### src/common/vcm_pkg.sv
// Constants and types for the oscillator calibration and monitor configuration bank.
// Assumes byte-wide register access at the printed offsets on one 100 MHz clock.
package vcm_pkg;

  localparam int VCM_ADDR_W   = 12;
  localparam int VCM_DATA_W   = 8;
  localparam int VCM_NUM_REGS = 9;
  localparam int VCM_IDX_W    = 4;

  // Printed offsets
  localparam logic [VCM_ADDR_W-1:0] VCM_OFS_WAIT_LOW     = 12'h031;
  localparam logic [VCM_ADDR_W-1:0] VCM_OFS_MON_CTRL     = 12'h032;
  localparam logic [VCM_ADDR_W-1:0] VCM_OFS_READBACK     = 12'h033;
  localparam logic [VCM_ADDR_W-1:0] VCM_OFS_OVERRIDE     = 12'h034;
  localparam logic [VCM_ADDR_W-1:0] VCM_OFS_MON_DIV      = 12'h035;
  localparam logic [VCM_ADDR_W-1:0] VCM_OFS_PUMP_TRIM    = 12'h036;
  localparam logic [VCM_ADDR_W-1:0] VCM_OFS_MANUAL_BAND  = 12'h037;
  localparam logic [VCM_ADDR_W-1:0] VCM_OFS_MANUAL_CORE  = 12'h038;
  localparam logic [VCM_ADDR_W-1:0] VCM_OFS_TEST_TUNE    = 12'h039;

  // Array index of each register, counted from the lowest offset
  localparam int VCM_IDX_WAIT_LOW    = 0;
  localparam int VCM_IDX_MON_CTRL    = 1;
  localparam int VCM_IDX_READBACK    = 2;
  localparam int VCM_IDX_OVERRIDE    = 3;
  localparam int VCM_IDX_MON_DIV     = 4;
  localparam int VCM_IDX_PUMP_TRIM   = 5;
  localparam int VCM_IDX_MANUAL_BAND = 6;
  localparam int VCM_IDX_MANUAL_CORE = 7;
  localparam int VCM_IDX_TEST_TUNE   = 8;

  // Reset values, index 8 first
  localparam logic [VCM_NUM_REGS-1:0][7:0] VCM_REG_RESET = {
    8'h00, 8'h00, 8'h00, 8'h00, 8'h00, 8'h00, 8'h00, 8'h00, 8'h00};
  // Writable bits; bit 7 of the test and tune register is read-only
  localparam logic [VCM_NUM_REGS-1:0][7:0] VCM_REG_WMASK = {
    8'h7F, 8'hFF, 8'hFF, 8'hFF, 8'hFF, 8'hFF, 8'hFF, 8'hFF, 8'hFF};

  // Field positions
  localparam int VCM_MON_INPUT_SEL_BIT = 7;
  localparam int VCM_MON_FAST_BIT      = 5;
  localparam int VCM_MON_REPEAT_BIT    = 4;
  localparam int VCM_MON_CONVERT_BIT   = 3;
  localparam int VCM_MON_POWER_BIT     = 2;
  localparam int VCM_WAIT_HI_MSB       = 1;
  localparam int VCM_WAIT_HI_LSB       = 0;
  localparam int VCM_READBACK_MSB      = 7;
  localparam int VCM_READBACK_LSB      = 5;
  localparam int VCM_SETTLE_MSB        = 4;
  localparam int VCM_SETTLE_LSB        = 0;
  localparam int VCM_OVR_MODE_MSB      = 7;
  localparam int VCM_OVR_MODE_LSB      = 5;
  localparam int VCM_LEVEL_WAIT_MSB    = 4;
  localparam int VCM_LEVEL_WAIT_LSB    = 0;
  localparam int VCM_CORE_MSB          = 7;
  localparam int VCM_CORE_LSB          = 4;
  localparam int VCM_TEST_ROUTE_MSB    = 6;
  localparam int VCM_TEST_ROUTE_LSB    = 4;
  localparam int VCM_TUNE_MSB          = 3;
  localparam int VCM_TUNE_LSB          = 0;

  // Monitor clock period in detector ticks is divisor * MUL + ADD
  localparam logic [10:0] VCM_MON_DIV_MUL = 11'h004;
  localparam logic [10:0] VCM_MON_DIV_ADD = 11'h002;

  // Tuning target in millivolts is BASE + code * STEP
  localparam logic [11:0] VCM_TUNE_BASE_MV = 12'h244;
  localparam logic [11:0] VCM_TUNE_STEP_MV = 12'h096;

  // Pattern returned in checkerboard readback
  localparam logic [15:0] VCM_CHECKER_PATTERN = 16'hAA55;

  typedef enum logic [2:0] {
    VCM_OVR_NORMAL           = 3'b000,
    VCM_OVR_MANUAL_CORE_BAND = 3'b010,
    VCM_OVR_MANUAL_VOLTAGE   = 3'b100
  } vcm_override_mode_t;

  typedef enum logic [2:0] {
    VCM_RB_CHECKER   = 3'b000,
    VCM_RB_CORE_BAND = 3'b001,
    VCM_RB_MONITOR   = 3'b101
  } vcm_readback_sel_t;

endpackage : vcm_pkg

### src/hw/vcm_monclk_div.sv
// Monitor converter clock divider driven by detector-rate ticks.
// Assumes pfd_tick is a one-cycle pulse at the detector frequency.
module vcm_monclk_div (
  // Clock and reset
  input  wire logic       ref_clk,
  input  wire logic       resetn,
  // Control
  input  wire logic       pfd_tick,
  input  wire logic       run,
  input  wire logic [7:0] divisor,
  // Divided clock level
  output      logic       mon_clk
);
  import vcm_pkg::*;

  typedef struct packed {
    logic [9:0] cnt;
    logic       lvl;
  } vcm_div_state_t;

  vcm_div_state_t st_reg;
  vcm_div_state_t st_next;
  logic [10:0]    period;

  // Half period toggling gives a full period of divisor*4+2 ticks
  assign period = 11'(divisor) * VCM_MON_DIV_MUL + VCM_MON_DIV_ADD;

  always_comb begin
    st_next = st_reg;
    if (!run) begin
      st_next = '0;
    end else if (pfd_tick) begin
      if (st_reg.cnt == period[10:1] - 10'h001) begin
        st_next.cnt = 10'h000;
        st_next.lvl = ~st_reg.lvl;
      end else begin
        st_next.cnt = st_reg.cnt + 10'h001;
      end
    end
  end

  always_ff @(posedge ref_clk or negedge resetn) begin
    if (!resetn) begin
      st_reg <= '0;
    end else begin
      st_reg <= st_next;
    end
  end

  assign mon_clk = st_reg.lvl;

endmodule : vcm_monclk_div

### src/hw/vcm_cal_select.sv
// Chooses the oscillator core and band between calibration result and manual values.
// Assumes the calibration engine presents its result as steady levels.
module vcm_cal_select (
  // Clock and reset
  input  wire logic       ref_clk,
  input  wire logic       resetn,
  // Configuration
  input  wire logic [2:0] mode,
  input  wire logic [3:0] manual_core_value,
  input  wire logic [7:0] manual_band_value,
  // Calibration result
  input  wire logic [3:0] auto_core,
  input  wire logic [7:0] auto_band,
  // Selected values
  output      logic [3:0] osc_core_sel,
  output      logic [7:0] osc_band_sel,
  output      logic       manual_voltage_en
);
  import vcm_pkg::*;

  typedef struct packed {
    logic [3:0] core;
    logic [7:0] band;
    logic       man_v;
  } vcm_sel_state_t;

  vcm_sel_state_t st_reg;
  vcm_sel_state_t st_next;

  always_comb begin
    st_next.core  = auto_core;
    st_next.band  = auto_band;
    st_next.man_v = 1'b0;
    case (vcm_override_mode_t'(mode))
      VCM_OVR_NORMAL: begin
        st_next.man_v = 1'b0;
      end
      VCM_OVR_MANUAL_CORE_BAND: begin
        st_next.core = manual_core_value;
        st_next.band = manual_band_value;
      end
      VCM_OVR_MANUAL_VOLTAGE: begin
        st_next.man_v = 1'b1;
      end
      // Undefined codes fall back to normal calibration
      default: begin
        st_next.man_v = 1'b0;
      end
    endcase
  end

  always_ff @(posedge ref_clk or negedge resetn) begin
    if (!resetn) begin
      st_reg <= '0;
    end else begin
      st_reg <= st_next;
    end
  end

  assign osc_core_sel      = st_reg.core;
  assign osc_band_sel      = st_reg.band;
  assign manual_voltage_en = st_reg.man_v;

endmodule : vcm_cal_select

### src/hw/vcm_regs.sv
// Configuration bank for oscillator autocalibration and the monitor converter.
// Assumes the serial port front end delivers decoded byte accesses synchronous to ref_clk.
module vcm_regs (
  // Clock and reset
  input  wire logic                    ref_clk,
  input  wire logic                    resetn,
  // Register access
  input  wire logic [vcm_pkg::VCM_ADDR_W-1:0] reg_addr,
  input  wire logic                    reg_wr_en,
  input  wire logic [vcm_pkg::VCM_DATA_W-1:0] reg_wdata,
  input  wire logic                    reg_rd_en,
  output      logic [vcm_pkg::VCM_DATA_W-1:0] reg_rdata,
  output      logic                    reg_rd_valid,
  // Calibration engine and converter status
  input  wire logic [3:0]              auto_core,
  input  wire logic [7:0]              auto_band,
  input  wire logic [7:0]              monitor_result,
  // Detector timing and clock gating
  input  wire logic                    pfd_tick,
  input  wire logic                    monitor_clk_disable,
  // Monitor converter control
  output      logic                    monitor_input_sel,
  output      logic                    monitor_power_on,
  output      logic                    monitor_convert_req,
  output      logic                    monitor_convert_start,
  output      logic                    monitor_repeat_mode,
  output      logic                    monitor_fast_mode,
  output      logic                    monitor_clk,
  // Calibration timing
  output      logic [9:0]              cal_wait_count,
  output      logic [4:0]              synth_settle_count,
  output      logic [4:0]              osc_level_wait,
  // Calibration override
  output      logic [2:0]              cal_override_mode,
  output      logic [3:0]              osc_core_sel,
  output      logic [7:0]              osc_band_sel,
  output      logic                    manual_voltage_en,
  // Tuning target and test routing
  output      logic [3:0]              tune_target_select,
  output      logic [11:0]             tune_target_mv,
  output      logic [2:0]              test_route_select,
  output      logic [7:0]              pump_offset_trim,
  // Readback to the calibration engine
  output      logic [15:0]             cal_readback_data
);
  import vcm_pkg::*;

  typedef struct packed {
    logic [VCM_NUM_REGS-1:0][7:0] regs;
    logic [7:0]                   rdata;
    logic                         rd_valid;
    logic [15:0]                  readback;
    logic [11:0]                  tune_mv;
    logic                         conv_prev;
    logic                         conv_start;
    logic                         clk_run;
  } vcm_regs_state_t;

  localparam vcm_regs_state_t VCM_STATE_RESET = '{
    regs:       VCM_REG_RESET,
    rdata:      8'h00,
    rd_valid:   1'b0,
    readback:   16'h0000,
    tune_mv:    12'h000,
    conv_prev:  1'b0,
    conv_start: 1'b0,
    clk_run:    1'b0
  };

  vcm_regs_state_t         st_reg;
  vcm_regs_state_t         st_next;
  logic [VCM_ADDR_W-1:0]   addr_off;
  logic [VCM_IDX_W-1:0]    idx;
  logic                    hit;
  logic [7:0]              ctrl_q;
  logic [7:0]              rb_q;
  logic [7:0]              ovr_q;
  logic [7:0]              tt_q;
  logic                    conv_now;
  logic [3:0]              core_sel_w;
  logic [7:0]              band_sel_w;
  logic                    man_v_w;
  logic                    mon_clk_w;

  // Decode: the bank is one contiguous run of byte registers
  assign addr_off = reg_addr - VCM_OFS_WAIT_LOW;
  assign idx      = addr_off[VCM_IDX_W-1:0];
  assign hit      = (reg_addr >= VCM_OFS_WAIT_LOW) && (reg_addr <= VCM_OFS_TEST_TUNE);

  assign ctrl_q = st_reg.regs[VCM_IDX_MON_CTRL];
  assign rb_q   = st_reg.regs[VCM_IDX_READBACK];
  assign ovr_q  = st_reg.regs[VCM_IDX_OVERRIDE];
  assign tt_q   = st_reg.regs[VCM_IDX_TEST_TUNE];

  // A conversion is only meaningful while the converter is powered
  assign conv_now = ctrl_q[VCM_MON_CONVERT_BIT] & ctrl_q[VCM_MON_POWER_BIT];

  always_comb begin
    st_next            = st_reg;
    st_next.rd_valid   = 1'b0;
    st_next.conv_start = 1'b0;

    // Masked write keeps read-only bits at their reset value
    if (reg_wr_en && hit) begin
      st_next.regs[idx] = (reg_wdata & VCM_REG_WMASK[idx])
                        | (st_reg.regs[idx] & ~VCM_REG_WMASK[idx]);
    end

    // Reads return the value held before any same-cycle write
    if (reg_rd_en) begin
      st_next.rd_valid = 1'b1;
      st_next.rdata    = hit ? st_reg.regs[idx] : 8'h00;
    end

    // One pulse per request; repeat mode is left to the converter
    st_next.conv_prev  = conv_now;
    st_next.conv_start = conv_now & ~st_reg.conv_prev;

    // Enable wins over the separate disable
    st_next.clk_run = ctrl_q[VCM_MON_POWER_BIT] | ~monitor_clk_disable;

    case (vcm_readback_sel_t'(rb_q[VCM_READBACK_MSB:VCM_READBACK_LSB]))
      VCM_RB_CHECKER: begin
        st_next.readback = VCM_CHECKER_PATTERN;
      end
      VCM_RB_CORE_BAND: begin
        st_next.readback = {4'h0, core_sel_w, band_sel_w};
      end
      VCM_RB_MONITOR: begin
        st_next.readback = {8'h00, monitor_result};
      end
      // Other codes return zero rather than stale data
      default: begin
        st_next.readback = 16'h0000;
      end
    endcase

    st_next.tune_mv = VCM_TUNE_BASE_MV
                    + 12'(tt_q[VCM_TUNE_MSB:VCM_TUNE_LSB]) * VCM_TUNE_STEP_MV;
  end

  always_ff @(posedge ref_clk or negedge resetn) begin
    if (!resetn) begin
      st_reg <= VCM_STATE_RESET;
    end else begin
      st_reg <= st_next;
    end
  end

  vcm_monclk_div u_monclk_div (
    .ref_clk  (ref_clk),
    .resetn   (resetn),
    .pfd_tick (pfd_tick),
    .run      (st_reg.clk_run),
    .divisor  (st_reg.regs[VCM_IDX_MON_DIV]),
    .mon_clk  (mon_clk_w)
  );

  vcm_cal_select u_cal_select (
    .ref_clk           (ref_clk),
    .resetn            (resetn),
    .mode              (ovr_q[VCM_OVR_MODE_MSB:VCM_OVR_MODE_LSB]),
    .manual_core_value (st_reg.regs[VCM_IDX_MANUAL_CORE][VCM_CORE_MSB:VCM_CORE_LSB]),
    .manual_band_value (st_reg.regs[VCM_IDX_MANUAL_BAND]),
    .auto_core         (auto_core),
    .auto_band         (auto_band),
    .osc_core_sel      (core_sel_w),
    .osc_band_sel      (band_sel_w),
    .manual_voltage_en (man_v_w)
  );

  // Register access answers
  assign reg_rdata    = st_reg.rdata;
  assign reg_rd_valid = st_reg.rd_valid;

  // Converter control
  assign monitor_input_sel     = ctrl_q[VCM_MON_INPUT_SEL_BIT];
  assign monitor_power_on      = ctrl_q[VCM_MON_POWER_BIT];
  assign monitor_convert_req   = ctrl_q[VCM_MON_CONVERT_BIT];
  assign monitor_convert_start = st_reg.conv_start;
  assign monitor_repeat_mode   = ctrl_q[VCM_MON_REPEAT_BIT];
  assign monitor_fast_mode     = ctrl_q[VCM_MON_FAST_BIT];
  assign monitor_clk           = mon_clk_w;

  // Timing fields
  assign cal_wait_count = {ctrl_q[VCM_WAIT_HI_MSB:VCM_WAIT_HI_LSB],
                           st_reg.regs[VCM_IDX_WAIT_LOW]};
  assign synth_settle_count = rb_q[VCM_SETTLE_MSB:VCM_SETTLE_LSB];
  // Passed through unchanged; software is expected to leave it zero
  assign osc_level_wait = ovr_q[VCM_LEVEL_WAIT_MSB:VCM_LEVEL_WAIT_LSB];

  // Override
  assign cal_override_mode = ovr_q[VCM_OVR_MODE_MSB:VCM_OVR_MODE_LSB];
  assign osc_core_sel      = core_sel_w;
  assign osc_band_sel      = band_sel_w;
  assign manual_voltage_en = man_v_w;

  // Tuning target and test routing
  assign tune_target_select = tt_q[VCM_TUNE_MSB:VCM_TUNE_LSB];
  assign tune_target_mv     = st_reg.tune_mv;
  assign test_route_select  = tt_q[VCM_TEST_ROUTE_MSB:VCM_TEST_ROUTE_LSB];
  assign pump_offset_trim   = st_reg.regs[VCM_IDX_PUMP_TRIM];
  assign cal_readback_data  = st_reg.readback;

endmodule : vcm_regs

### config.mk
export PLATFORM = sky130hd
export DESIGN_NAME = vcm_regs
export DESIGN_NICKNAME = d
export VERILOG_FILES = /design/src/common/vcm_pkg.sv /design/src/hw/vcm_monclk_div.sv /design/src/hw/vcm_cal_select.sv /design/src/hw/vcm_regs.sv
export SDC_FILE = /design/constraint.sdc
export NUM_CORES = 1
export LEC_CHECK = 0
export BUFFER_PORTS_ARGS = -buffer_cell sky130_fd_sc_hd__buf_2
export CORE_MARGIN = 5
export CORE_UTILIZATION = 55
export DETAILED_ROUTE_END_ITERATION = 7
export GPL_ROUTABILITY_DRIVEN = 0
export PLACE_DENSITY = 0.8
export RECOVER_POWER = 50
export REMOVE_ABC_BUFFERS = 1
export SLEW_MARGIN = 20
export SYNTH_ARGS = -nofsm -noshare
export SYNTH_HDL_FRONTEND = slang
export SYNTH_SLANG_ARGS = --single-unit
### constraint.sdc
create_clock -name ref_clk -period 3.3 [get_ports ref_clk]
set_input_delay 0.165 -clock ref_clk [delete_from_list [all_inputs] [get_ports ref_clk]]
set_output_delay 0.165 -clock ref_clk [all_outputs]
set_load 0.03 [all_outputs]
# [After elaboration in Yosys (flattened, before gate mapping)]
# Memories as Yosys holds them, arrays and structs flattened.
# Cells that the tools add are included.
[op_classes] bitwise=10 mux=15 order_cmp=4 n_addsub=5 mul=1 reduce_logical=5 div=0 eq_ne=7 n_shift=0
[ops] cell="$bwmux 72" n=1
[ops] cell="$pmux 16 s3" n=1
[ops] cell="$bmux 8 s4" n=1
[ops] cell="$demux 8 s4" n=1
[ops] cell="$mux 8" n=4
[ops] cell="$mux 11" n=2
[ops] cell="$and 8x8->8" n=2
[ops] cell="$add 10x12->12 const A" n=1
[ops] cell="$ge 12x6->1 const B" n=1
[ops] cell="$le 12x6->1 const B" n=1
[ops] cell="$mux 12" n=1
[ops] cell="$add 10x2->11 const B" n=1
[ops] cell="$mul 4x7->11 const B" n=1
[ops] cell="$add 10x1->10 const B" n=1
[ops] cell="$eq 10x10->1" n=1
[ops] cell="$mux 10" n=1
[ops] cell="$sub 10x1->10 const B" n=1
[ops] cell="$not 8->8" n=1
[ops] cell="$or 8x8->8" n=1
[ops] cell="$eq 3x3->1 const B" n=2
[ops] cell="$lt 4x5->1 const B" n=1
[ops] cell="$ge 4x1->1 const B" n=1
[ops] cell="$sub 4x1->4 const B" n=1
[ops] cell="$eq 3x1->1 const B" n=1
[ops] cell="other kinds (10)" n=17
[word_totals] output_inout_bits=95 register_bits=136 in_bits=46 romBits=128 mem_count=1 latch_bits=0 ramBits=0
[memory_table] name="(name not given)" depth=16 word_bits=8 rd=1 rd_clocked_by_memory_dff=0 write_ports=0 line="vcm_regs.sv:106" source="| (st_reg.regs[idx] & ~VCM_REG_WMASK[idx]);"

# [Longest topological paths before layout]
[depth] word_depth=7 depth_mapped=11 depth_no_buf=11

# [Cells and area by module]
# From an unflattened synthesis, not the netlist that was laid out.
[hier_totals] hier_cells=562 area_unflattened_um2=7024.2
[modules_own_cells] module="vcm_regs" cells_each=468 n_inst=1 area_per_inst_um2=5874.4
[modules_own_cells] module="vcm_monclk_div" cells_each=66 n_inst=1 area_per_inst_um2=651.9
[modules_own_cells] module="vcm_cal_select" cells_each=28 n_inst=1 area_per_inst_um2=498.0

# [Worst setup path before layout]
# No wires, ideal clock.
[synth_path] path_type="input to register" start="in reg_addr[0] in the netlist's numbering" end="reg st_reg, in the netlist pump_offset_trim[0]" path_slack_ns=0.315 arrival_ns=2.860 setup_time_ns=0.125 path_stages=10 n_path_buf=3 cell_sequence="buf_2 -> clkbuf_1 -> inv_1 -> ha_1 -> nor2b_1 -> nor3b_1 -> or4b_1 -> buf_6 -> nor3_4 -> mux2_2"
[synth_via] elab_chain_len=7 elab_cells_between_ends=19 classes_between="1 x add/sub; 4 x order compare; 6 x mux; 4 x bitwise; 3 x reduce/logical; 1 x memory"
[synth_lines] element="from (decl)" line="vcm_regs.sv:8" source="input wire logic [vcm_pkg::VCM_ADDR_W-1:0] reg_addr,"
[synth_lines] element="$sub 4x1->4" line="vcm_regs.sv:86" source="assign addr_off = reg_addr - VCM_OFS_WAIT_LOW;"
[synth_lines] element="$mem_v2 16x8"
[synth_lines] element="$mux 8 (not written as such)" line="vcm_regs.sv:106"
[synth_lines] element="$not 8->8" line="vcm_regs.sv:106"
[synth_lines] element="$and 8x8->8" line="vcm_regs.sv:106"
[synth_lines] element="$or 8x8->8" line="vcm_regs.sv:106"
[synth_lines] element="$bwmux 72" line="vcm_regs.sv:105" source="st_next.regs[idx] = (reg_wdata & VCM_REG_WMASK[idx])"
[synth_lines] element="to (signal assigned)" line="vcm_regs.sv:146" source="st_reg <= st_next;"
[synth_lines] element="to (decl)" line="vcm_regs.sv:70" source="vcm_regs_state_t st_reg;"
# Parallel ways exist; a longest one is shown, timed or not. The select of a mux whose other input is x is not followed.
# A chain may end at the register's enable or synchronous reset.

==> results by group <==
Status
  • Status: finished, violations left
  • Failing checks: capacitance limit, slew limit

Yosys
  • Post-synth EDFFs: 0
  • Synth warn: 0
  • Syn Std Cell Area: 6840 µm²
  • Most frequent cell after synthesis: dfrtp_1
  • Sequential element share of the synthesized area: 48.3%
  • Async S/R FF share, synth: 100%
  • Cell taking the most area after synthesis: dfrtp_1
  • Yosys cell types: 52
  • Number of synthesized register bits: 132
  • Primary FF master, synth: dfrtp_1
  • Synth top cells by count: dfrtp_1 (132), mux2_2 (76), buf_4 (74), nor2_1 (40), inv_1 (23)
  • Syn Area/Cell: 12.1 µm²
  • Post-Syn Instances: 565
  • Top cells by area, synth: dfrtp_1 (48%), mux2_2 (13%), buf_4 (8.1%)
  • Top cell type's share of synthesized area: 48.3%

Cells and area
  • Antenna Cells: 0
  • Largest register FFs: 26
  • NumNets Final: 732
  • Layout cells sized above 1: 28.8%
  • Synth-to-layout area growth: 15.3%
  • Post-Layout Cell Count: 846

Job
  • Max Cap Viol: 1

STA
  • Fin. Hold Viols: 0
  • Slew @ Worst Pin: 2.66 ns
  • Part of the cycle the worst path needs: 91.3%
  • Final worst slack: 0.286 ns
  • Max transition margin: -77.6%
  • Setup clock skew after layout: 0.0100 ns
  • Final setup fails: 0
  • Tmin final: 3.01 ns
  • Setup TNS: 0 ns
  • Peak Freq: 332 MHz
  • Max Transition Viols Final: 121
  • RSZ-0062 raised after global routing: false

GRT
  • Overall routing resource usage: 22.9%
  • Initial antenna violation count: 1
  • Vias in the first global route: 4869
  • Largest net degree at the start of global routing: 121
  • Global-route wire length before repair: 26000 µm
  • Grt ovf: 0

Floorplan
  • Starting density of the core: 56.5%
  • Die area: 14800 µm²
  • Die width: 122 µm
  • Core region area: 12100 µm²
  • Rows: 40
  • IO Count: 141
  • Die H: 122 µm

Power and ir drop
  • Clock Power Share: 49.7%
  • Sequential power share: 43.7%
  • Worst VDD drop: 0.000370 V
  • Combinational share of power: 6.6%
  • Design internal power: 2.86 mW
  • P_leak: 3.76 nW
  • Sw frac: 23.9%
  • P_sw: 899 µW
  • Power Dens Cells: 477 nW/µm²

Clock network
  • Clk buf depth: 2
  • Post-cts resize count: 0
  • Clk pin slew, worst setup/hold paths: 0.06 ns
  • Clk Latency, worst-skew pair: 0.42 ns
  • CTS Buf Count: 17
  • CTS root buf: clkbuf_16
  • CTS tree: built
  • Htree depth: 4
  • Clock sinks: 132

Worst setup path
  • CP endpoint kind: flip-flop
  • Crit-path max cell delay: 0.53 ns
  • CP bufs+invs: 2
  • Max stage delay cell, worst path: fa_1
  • CP top delay family: adder cells
  • Critical-path cell list: ha_1 -> inv_1 -> fa_1 -> inv_1 -> ha_1 -> a211oi_1 -> o21ai_0 -> a21oi_1 -> xor2_1 -> a21boi_0 -> xor2_1
  • Critical path arrival: 3.35 ns
  • Worst EP required: 3.64 ns
  • CP startpoint kind: flip-flop
  • Crit-path max FO: 8
  • WS Path Type: flip-flop to flip-flop

Detailed routing
  • DRT Pass-1 Iters: 4
  • Routed vias/inst: 5.48
  • Wirelength per Cell: 19.1 µm
  • Total number of vias: 4638
  • Routed wire length: 16200 µm
  • 1st-iter DRT viols: 365
  • DRC viols: 0
  • Post-DRT Antenna Nets: 0

Placed design
  • Placed cells: 793
  • Post-Place Setup Slack: 0.322 ns
  • # port buffers: 137
  • Hpwl dp: 11300 µm

Worst hold path
  • Hold Path Class: primary input to flip-flop
## tightest hold or removal path, stage by stage
cell and delay [ns]:
buf_2 0.08, mux2i_1 0.07, nor2_1 0.08
## cells in the final DEF, fill, tap and decap left out, types with 4 or more instances in the layout
| cell | netlist | routed |
|---|---|---|
| nor3_1 | 4 | 4 |
| nand2_1 | 18 | 18 |
| buf_4 | 74 | 9 |
| o21ai_0 | 14 | 14 |
| nand3_1 | 4 | 4 |
| a21boi_0 | 5 | 5 |
| xnor2_1 | 19 | 19 |
| clkbuf_1 | 7 | 89 |
| clkbuf_16 | 0 | 17 |
| a211oi_1 | 4 | 4 |
| inv_1 | 23 | 23 |
| mux4_2 | 16 | 16 |
| dlygate4sd3_1 | 0 | 21 |
| a21oi_1 | 19 | 19 |
| mux2_2 | 76 | 76 |
| o221ai_1 | 6 | 6 |
| nand2b_1 | 6 | 6 |
| xor2_1 | 13 | 13 |
| ha_1 | 20 | 20 |
| nor3_4 | 6 | 6 |
| dfrtp_1 | 132 | 132 |
| nor2_1 | 40 | 40 |
| mux2i_1 | 5 | 5 |
| and3_1 | 7 | 7 |
| buf_2 | 3 | 49 |
## area by class of cell
class,instances,area [µm²]
Clock buffer,18,439
Clock inverter,14,153
Fill cell,948,4220
Inverter,23,86.3
Multi-Input combinational cell,323,2840
Sequential cell,132,3300
Tap cell,168,210
Timing Repair Buffer,168,857
## kinds of logic (layout without fill, tap and decap cells)
group | count (synthesis) | after routing | synth area share, %
DFF | 132 | 132 | 48.3
buffers and inverters | 112 | 223 | 10.4
and+or+nand+nor | 111 | 111 | 9.33
muxes | 97 | 97 | 18.5
AOI/OAI and AO/OA | 59 | 59 | 5.41
xor gates and xnor gates | 32 | 32 | 4.10
adders and majority gates | 21 | 21 | 3.95
other | 1 | 3 | 0.0548
## per-layer routing
layer  vias up  GRT usage, %  part of all wire [%]
li1       2097             -                     -
met1      2342          29.0                    40
met2       167          37.9                    51
met3        30          5.71                   6.2
met4         2          9.38                   2.4
met5         -             0                 0.068
## timing repair
item | CTS | global route
hold buffers | 21 | 0
setup buffers | 0 | 0
endpoints found under the hold margin | 138 | 0
## through the flow
step                utilization (%)  instance area, µm²  total power, mW  hold WS (ns)
floorplan                         -                6230             1.78        -0.131
global placement               59.5                7210             1.90         0.335
detailed placement             59.5                7210             1.91         0.335
CTS                            66.1                8010             3.79       0.00262
global route                   65.1                7890             3.89        0.0347
finish                         65.1                7890             3.76        0.0170
## power by group through the flow
stage | combinational [mW] | clock, mW | sequential [mW]
global route | 0.272 | 1.97 | 1.65
CTS | 0.255 | 1.90 | 1.64
floorplan | 0.0831 | 0 | 1.70
global placement | 0.228 | 0 | 1.67
detailed placement | 0.234 | 0 | 1.67
finish | 0.248 | 1.87 | 1.64
## path summary, 6_finish.rpt
path | start | endpoint | slack [ns] | cells after the start
min | monitor_result[3] | cal_readback_data[3] | 0.02 | 3
max | tt_q[2] | tune_target_mv[10] | 0.29 | 11
min reg2reg | st_reg[2] | monitor_convert_start | 0.40 | 1
max in group asynchronous | resetn | tune_target_mv[8] | 0.56 | 2
min in group asynchronous | resetn | reg_rdata[6] | 1.13 | 2
max reg2reg | tt_q[2] | tune_target_mv[10] | 0.29 | 11
No activity file was read; power rests on OpenSTA's default activity.
